[src/verilog/scs_defs.vh]
// Constants of the sequential code selector: character codes and mode encodings.
`ifndef SCS_DEFS_VH
`define SCS_DEFS_VH
`define SCS_CODE_W 5
`define SCS_CHR_CR 5'h02
`define SCS_CHR_LF 5'h08
`define SCS_CHR_LTRS 5'h1f
`define SCS_CHR_FIGS 5'h1b
`define SCS_MODE_LETTERS 2'h0
`define SCS_MODE_FIGURES 2'h1
`define SCS_MODE_SILENT 2'h2
`define SCS_MODE_RESET 2'h0
`endif

[src/verilog/scs_selector.v]
// Sequential code selector: mode tracking, selection gate and chained character matchers.
// Behaviour
// - Three modes exist: letters, figures and silent monitor.
// - Letters mode outputs characters as letters and lower-case functions.
// - After figures shift, characters are interpreted as symbols and numerals.
// - Silent monitor suppresses output while matching continues on every character.
// - Conditioning sequence opens the gate; gated calls then become recognisable.
// - Deconditioning sequence closes the gate; traffic then triggers no calls.
// - A call marked never-in-traffic is recognised without the gate.
// - A recognised call drives a changeover output with normally-open and normally-closed paths.
// - Only consecutive characters in exact order trigger a sequence.
// - Default sequence is carriage return, line feed, letters shift.
// - Each character has its own stage, chained in adjacent order.
// - Non-final stages match, latch and enable next; final drives function.
// - First stage matches carriage return alone; second stage stays idle.
// - Line feed without preceding carriage return is blocked at stage two.
// - Each latch clears on the next character strobe, enabling one character.
// - Character elements arrive with element 1 first, element 5 last.
// - Element value 1 means marking, 0 means spacing.
// - A wrong character after stage one clears it and returns to idle.
`timescale 1ns/1ps
`include "scs_defs.vh"
module scs_selector #(
   parameter CALL_LEN = 3,
   parameter COND_LEN = 3,
   parameter DCND_LEN = 2,
   parameter [CALL_LEN*5-1:0] CALL_SEQ = {`SCS_CHR_LTRS, `SCS_CHR_LF, `SCS_CHR_CR},
   parameter [COND_LEN*5-1:0] COND_SEQ = {`SCS_CHR_LTRS, `SCS_CHR_CR, `SCS_CHR_CR},
   parameter [DCND_LEN*5-1:0] DCND_SEQ = {`SCS_CHR_LTRS, `SCS_CHR_FIGS},
   parameter CALL_UNGATED = 1'b0,
   parameter CALL_HOLD = 1'b0
) (
   input wire clk,
   input wire arst_n,
   input wire [4:0] rx_char,
   input wire rx_valid,
   input wire silent_monitor_mode,
   output reg [4:0] out_char_ff,
   output reg out_valid_ff,
   output reg out_figures_ff,
   output reg [1:0] mode_ff,
   output reg gate_open_ff,
   output reg code_directing_call_ff,
   output wire call_no_path,
   output wire call_nc_path
);

   reg [CALL_LEN-2:0] call_lat_ff;
   reg [COND_LEN-2:0] cond_lat_ff;
   reg [DCND_LEN-2:0] dcnd_lat_ff;
   reg sil_meta_ff;
   reg sil_sync_ff;
   wire [CALL_LEN-1:0] call_hit;
   wire [COND_LEN-1:0] cond_hit;
   wire [DCND_LEN-1:0] dcnd_hit;
   wire call_fire;
   wire cond_fire;
   wire dcnd_fire;
   reg [1:0] nxt_mode;
   reg nxt_call;

   // Stage matching is only done on a strobed character; element 1 is bit 0, 1 is mark.
   function stage_hit;
      input [4:0] rx;
      input [4:0] code;
      input enabled;
      begin
         stage_hit = enabled && (rx == code);
      end
   endfunction

   genvar i;
   generate
      for (i = 0; i < CALL_LEN; i = i + 1) begin : g_call
         if (i == 0) begin : g_first
            assign call_hit[i] = rx_valid && stage_hit(rx_char, CALL_SEQ[4:0], 1'b1);
         end else begin : g_next
            assign call_hit[i] = rx_valid &&
               stage_hit(rx_char, CALL_SEQ[i*5+4:i*5], call_lat_ff[i-1]);
         end
      end
      for (i = 0; i < COND_LEN; i = i + 1) begin : g_cond
         if (i == 0) begin : g_first
            assign cond_hit[i] = rx_valid && stage_hit(rx_char, COND_SEQ[4:0], 1'b1);
         end else begin : g_next
            assign cond_hit[i] = rx_valid &&
               stage_hit(rx_char, COND_SEQ[i*5+4:i*5], cond_lat_ff[i-1]);
         end
      end
      for (i = 0; i < DCND_LEN; i = i + 1) begin : g_dcnd
         if (i == 0) begin : g_first
            assign dcnd_hit[i] = rx_valid && stage_hit(rx_char, DCND_SEQ[4:0], 1'b1);
         end else begin : g_next
            assign dcnd_hit[i] = rx_valid &&
               stage_hit(rx_char, DCND_SEQ[i*5+4:i*5], dcnd_lat_ff[i-1]);
         end
      end
   endgenerate

   // The final stage has no latch and acts directly.
   assign call_fire = call_hit[CALL_LEN-1] && (gate_open_ff || CALL_UNGATED);
   assign cond_fire = cond_hit[COND_LEN-1];
   assign dcnd_fire = dcnd_hit[DCND_LEN-1];

   // Non-final latches reload on every strobe, so each lasts one character only.
   always @(posedge clk or negedge arst_n) begin
      if (!arst_n) begin
         call_lat_ff <= {(CALL_LEN-1){1'b0}};
         cond_lat_ff <= {(COND_LEN-1){1'b0}};
         dcnd_lat_ff <= {(DCND_LEN-1){1'b0}};
      end else if (rx_valid) begin
         call_lat_ff <= call_hit[CALL_LEN-2:0];
         cond_lat_ff <= cond_hit[COND_LEN-2:0];
         dcnd_lat_ff <= dcnd_hit[DCND_LEN-2:0];
      end
   end

   // The silent monitor select comes from a pin and passes two flip-flops.
   always @(posedge clk or negedge arst_n) begin
      if (!arst_n) begin
         sil_meta_ff <= 1'b0;
         sil_sync_ff <= 1'b0;
      end else begin
         sil_meta_ff <= silent_monitor_mode;
         sil_sync_ff <= sil_meta_ff;
      end
   end

   // Selection gate.
   always @(posedge clk or negedge arst_n) begin
      if (!arst_n) begin
         gate_open_ff <= 1'b0;
      end else if (dcnd_fire) begin
         gate_open_ff <= 1'b0;
      end else if (cond_fire) begin
         gate_open_ff <= 1'b1;
      end
   end

   // Changeover contact: a pulse per call, or a toggle when holding.
   always @* begin
      nxt_call = 1'b0;
      if (CALL_HOLD) begin
         nxt_call = code_directing_call_ff ^ call_fire;
      end else begin
         nxt_call = call_fire;
      end
   end

   always @(posedge clk or negedge arst_n) begin
      if (!arst_n) begin
         code_directing_call_ff <= 1'b0;
      end else begin
         code_directing_call_ff <= nxt_call;
      end
   end

   assign call_no_path = code_directing_call_ff;
   assign call_nc_path = ~code_directing_call_ff;

   // Mode machine; silent monitor overrides the shift state.
   always @* begin
      nxt_mode = mode_ff;
      case (mode_ff)
         `SCS_MODE_LETTERS: begin
            if (sil_sync_ff) begin
               nxt_mode = `SCS_MODE_SILENT;
            end else if (rx_valid && rx_char == `SCS_CHR_FIGS) begin
               nxt_mode = `SCS_MODE_FIGURES;
            end
         end
         `SCS_MODE_FIGURES: begin
            if (sil_sync_ff) begin
               nxt_mode = `SCS_MODE_SILENT;
            end else if (rx_valid && rx_char == `SCS_CHR_LTRS) begin
               nxt_mode = `SCS_MODE_LETTERS;
            end
         end
         `SCS_MODE_SILENT: begin
            if (!sil_sync_ff) begin
               nxt_mode = `SCS_MODE_LETTERS;
            end
         end
         default: begin
            nxt_mode = `SCS_MODE_RESET;
         end
      endcase
   end

   always @(posedge clk or negedge arst_n) begin
      if (!arst_n) begin
         mode_ff <= `SCS_MODE_RESET;
      end else begin
         mode_ff <= nxt_mode;
      end
   end

   // Character output, tagged with the case it is to be read in.
   always @(posedge clk or negedge arst_n) begin
      if (!arst_n) begin
         out_char_ff <= 5'h00;
         out_valid_ff <= 1'b0;
         out_figures_ff <= 1'b0;
      end else begin
         out_valid_ff <= rx_valid && (mode_ff != `SCS_MODE_SILENT) && !sil_sync_ff;
         if (rx_valid) begin
            out_char_ff <= rx_char;
            out_figures_ff <= (mode_ff == `SCS_MODE_FIGURES);
         end
      end
   end

endmodule // scs_selector

[config.mk]
export PLATFORM = sky130hd
export DESIGN_NAME = scs_selector
export DESIGN_NICKNAME = d
export VERILOG_FILES = /design/src/verilog/scs_selector.v
export VERILOG_INCLUDE_DIRS = /design/src /design/src/verilog
export SDC_FILE = /design/constraint.sdc
export NUM_CORES = 1
export LEC_CHECK = 0
export ABC_CLOCK_PERIOD_IN_PS = 2140
export CAP_MARGIN = 20
export CORE_AREA = 2 2 39 41
export DETAILED_ROUTE_END_ITERATION = 10
export DIE_AREA = 0 0 41 43
export DONT_BUFFER_PORTS = 1
export PLACE_DENSITY = 0.67
export SLEW_MARGIN = 20
export SYNTH_ARGS = -nofsm -noshare
export SYNTH_HDL_FRONTEND = slang
export SYNTH_SLANG_ARGS = --single-unit
[constraint.sdc]
create_clock -name clk -period 2.14 [get_ports clk]
set_input_delay 0.214 -clock clk [delete_from_list [all_inputs] [get_ports clk]]
set_output_delay 0.214 -clock clk [all_outputs]
set_load 0.005 [all_outputs]
==> impl_metrics.csv <==
group,metric,value,unit
logic_synthesis,synthesis.instances,49,
cells_and_area,drive_above_1_share,24.1,%
clock_network,ctsLongestPathBuffers,2,
timing,setup_violations,0,
critical_path,cp.arrival,0.80,ns
critical_path,cell_family_with_the_largest_share_of_critical_path_delay,"flip-flops",
timing,setup-tns-final,0,ns
clock_network,clk-insertion-delay-late,0.29,ns
pwr,power_density,742,nW/um^2
die,std_cell_core_area,1380,sq um
clock_network,clock-root-buffer,"sky130_fd_sc_hd__clkbuf_4",
pwr,seq_power_share,62.9,%
grt,grt_start_max_net_pins,18,
routing,initialDrtViolationCount,7,
cells_and_area,stdcell_count,70,
grt,grt_pass1_wl,1.94,mm
die,die_area,1760,sq um
critical_path,critical_path.slowest_cell,"sky130_fd_sc_hd__dfrtp_1",
logic_synthesis,synth_sequential_area_ratio,61.9,%
clock_network,worst_setup_hold_path_clk_slew,0.10,ns
grt,first_global_vias,410,
pwr,netSwitchingFraction,23.0,%
critical_path,max_stage_delay,0.42,ns
pwr,worst_ir_drop_vdd,380,uV
clock_network,cts_max_level,1,
cells_and_area,n_fill_cell,118,
routing,via_count,413,
grt,grt_overall_usage,17.3,%
die,die_w,41,um
place,place.detailed.hpwl,982,um
routing,route.detailed.drc,0,
die,die_h,43,um
place,port_buffers,0,
clock_network,numClockSinks,17,
logic_synthesis,syn_nets,58,
cells_and_area,area_growth_syn_to_layout,8.38,%
die,floorplan.initialDensity,49.6,%
grt,number_of_antenna_violations_at_the_first_check_in_global_routing,0,
die,boundaryPins,22,
critical_path,setup.worst_path.class,"flop to output port",
clock_network,tritoncts,"done",
critical_path,path_cells,"inv_1",
timing,rsz0062_at_grt,"no",
critical_path,critPathCaptureType,"output port",
pwr,power.leakage,0.316,nW
timing,slew_viol_final,0,
timing,finalWorstPathRequiredPeriod,1.01,ns
cells_and_area,n_antenna_cell,0,
routing,drt_pass1_iterations,4,
pwr,clockPowerShare,31.4,%
critical_path,crit_path_buf_inv_count,1,
hold_path,hold_path_class,"input pin to flop",
timing,slew-limit-headroom,51.4,%
routing,viasPerCell,5.90,
die,floorplan.rows,14,
grt,globalRoute.totalOverflow,0,
logic_synthesis,avg_synthesized_cell_area,14.0,sq um
timing,post-route-period-util,47.3,%
pwr,power.combinational.fraction,5.7,%
clock_network,tritoncts.num_buffers,3,
timing,fmaxAchievable,0.988,GHz
pwr,p_sw,0.127,mW
cells_and_area,layout.nets,64,
clock_network,post_cts.repair.setup_buffers,0,
routing,routedWlPerCell,18.0,um
place,post-place-cells,63,
place,finalWeightedCongestion,0.712,
logic_synthesis,synth.lib_cells_used.distinct,26,
critical_path,timing.critical_path.required,1.93,ns
logic_synthesis,synth.yosys.warnings,0,
pwr,p_int,0.425,mW
routing,postRouteAntennaNets,0,
status,outcome,"finished clean",
critical_path,worst-path-max-fanout,3,
timing,pin_slew_with_the_least_headroom_to_its_limit,0.726,ns
logic_synthesis,synth_area,687,sq um
logic_synthesis,postSynthRegisterBits,17,
flow_run,max_cap_viol_count,0,
timing,timing.final.hold_violations,0,
timing,timing.clock.skew,0.00382,ns
critical_path,start_kind,"flop",
routing,finalWirelength,1.26,mm
-- placed cells by master (no fill, tap or decap) --
master                          Yosys  routed
sky130_fd_sc_hd__mux2_2             5       5
sky130_fd_sc_hd__clkbuf_1           0       1
sky130_fd_sc_hd__and2_4             1       1
sky130_fd_sc_hd__a21oi_1            1       1
sky130_fd_sc_hd__and3_4             1       1
sky130_fd_sc_hd__dfrtp_1           17      17
sky130_fd_sc_hd__and3_2             1       1
sky130_fd_sc_hd__a21boi_0           1       1
sky130_fd_sc_hd__nor4_1             1       1
sky130_fd_sc_hd__a211oi_1           1       1
sky130_fd_sc_hd__nor2b_1            1       1
sky130_fd_sc_hd__inv_1              4       4
sky130_fd_sc_hd__clkbuf_4           0       3
sky130_fd_sc_hd__a2111oi_4          1       1
sky130_fd_sc_hd__a32o_1             1       1
sky130_fd_sc_hd__nand2_1            1       1
sky130_fd_sc_hd__a31oi_1            1       1
sky130_fd_sc_hd__o31ai_1            1       1
sky130_fd_sc_hd__and3_1             1       1
sky130_fd_sc_hd__dlygate4sd3_1      0       3
sky130_fd_sc_hd__nor4b_1            1       1
sky130_fd_sc_hd__nand3_2            1       1
sky130_fd_sc_hd__nor2_1             1       1
sky130_fd_sc_hd__o2bb2ai_1          1       1
sky130_fd_sc_hd__a22o_1             1       1
sky130_fd_sc_hd__o21ai_0            1       1
sky130_fd_sc_hd__nand3_1            1       1
-- path summary, 6_finish.rpt --
path                              startpoint             end  slack [ns]  cells past startpoint
worst min-delay path                rx_valid  cond_lat_ff[1]        0.05                      1
worst max register to register    mode_ff[0]      mode_ff[0]        1.24                      2
max in group asynchronous             arst_n  call_lat_ff[1]        1.27                      1
worst min register to register   sil_meta_ff     sil_sync_ff        0.36                      0
worst max-delay path            call_no_path    call_nc_path        1.13                      1
min in group asynchronous             arst_n    gate_open_ff        0.41                      1
-- stage by stage --
stage,setup slack (ns),hold WS (ns),instance area (sq um),util (%),total power [mW]
6_report,1.13,0.0492,744,53.8,0.552
5_1_grt,1.08,0.0417,744,53.8,0.573
2_1_floorplan,1.12,-0.0816,687,-,0.374
3_3_place_gp,1.18,-0.0812,688,49.7,0.375
3_5_place_dp,1.10,-0.0813,688,49.7,0.377
4_1_cts,1.13,0.0517,744,53.8,0.554
-- cell families after synthesis --
logic type | share of synthesized area, %
multiplexers | 8.20
AND/OR/NAND/NOR | 11.3
buffers and inverters | 4.92
AO/OA/AOI/OAI | 13.7
flip-flops | 61.9
-- power by group through the flow --
stage          combinational (mW)  sequential, mW  clock, mW
6_report                   0.0314           0.347      0.173
5_1_grt                    0.0346           0.349      0.190
4_1_cts                    0.0323           0.348      0.174
3_5_place_dp               0.0220           0.355          0
3_3_place_gp               0.0207           0.354          0
2_1_floorplan              0.0231           0.351          0
-- worst reg2reg max path: cells and delay by family (launching register included) --
family | cells | cell delay, ns
DFF | 1 | 0.41
AOI/OAI and AO/OA | 1 | 0.29
buffers and inverters | 1 | 0.11
-- sequential cells by signal (all words and copies together), names as in the netlist --
name / count
call_lat_ff: 2
call_no_path: 1
cond_lat_ff: 1
dcnd_lat_ff: 1
gate_open_ff: 1
mode_ff: 2
out_char_ff: 5
out_figures_ff: 1
out_valid_ff: 1
sil_meta_ff: 1
sil_sync_ff: 1
-- routing by layer --
metal  track usage, %  vias to the layer above  part of all wire, %
met1             21.7                      205                   39
met5                0                        -                    0
met2             25.3                       14                   54
met3             3.66                        5                  4.2
li1                 -                      189                    -
met4             12.0                        0                  3.2
-- cell type report --
type,instances,area [sq um],share of cell area [%]
repair buffers,3,30.0,4.03
well taps,16,20.0,2.69
inverters,4,15.0,2.02
multi-input cells,26,228,30.6
flip-flops and latches,17,425,57.1
clock buffers,4,26.3,3.53
-- Yosys cell counts, drive strengths merged --
cell	instances	area share (%)
a211oi	1	1.1
nand2	1	0.55
nor4b	1	1.3
o31ai	1	1.1
and2	1	1.3
nor2b	1	0.91
and3	3	3.6
a31oi	1	0.91
nor2	1	0.55
inv	4	2.2
a21oi	1	0.73
a22o	1	1.3
buf	2	2.7
a2111oi	1	4.0
a21boi	1	1.1
mux2	5	8.2
nand3	2	2.2
o21ai	1	0.73
dfrtp	17	62
a32o	1	1.5
nor4	1	0.91
o2bb2ai	1	1.3
-- timing repair --
item	CTS	global route
hold buffers	3	0
gates resized for setup	0	0
endpoints found under the hold margin	19	0
Power figures use the tool's default switching activity.
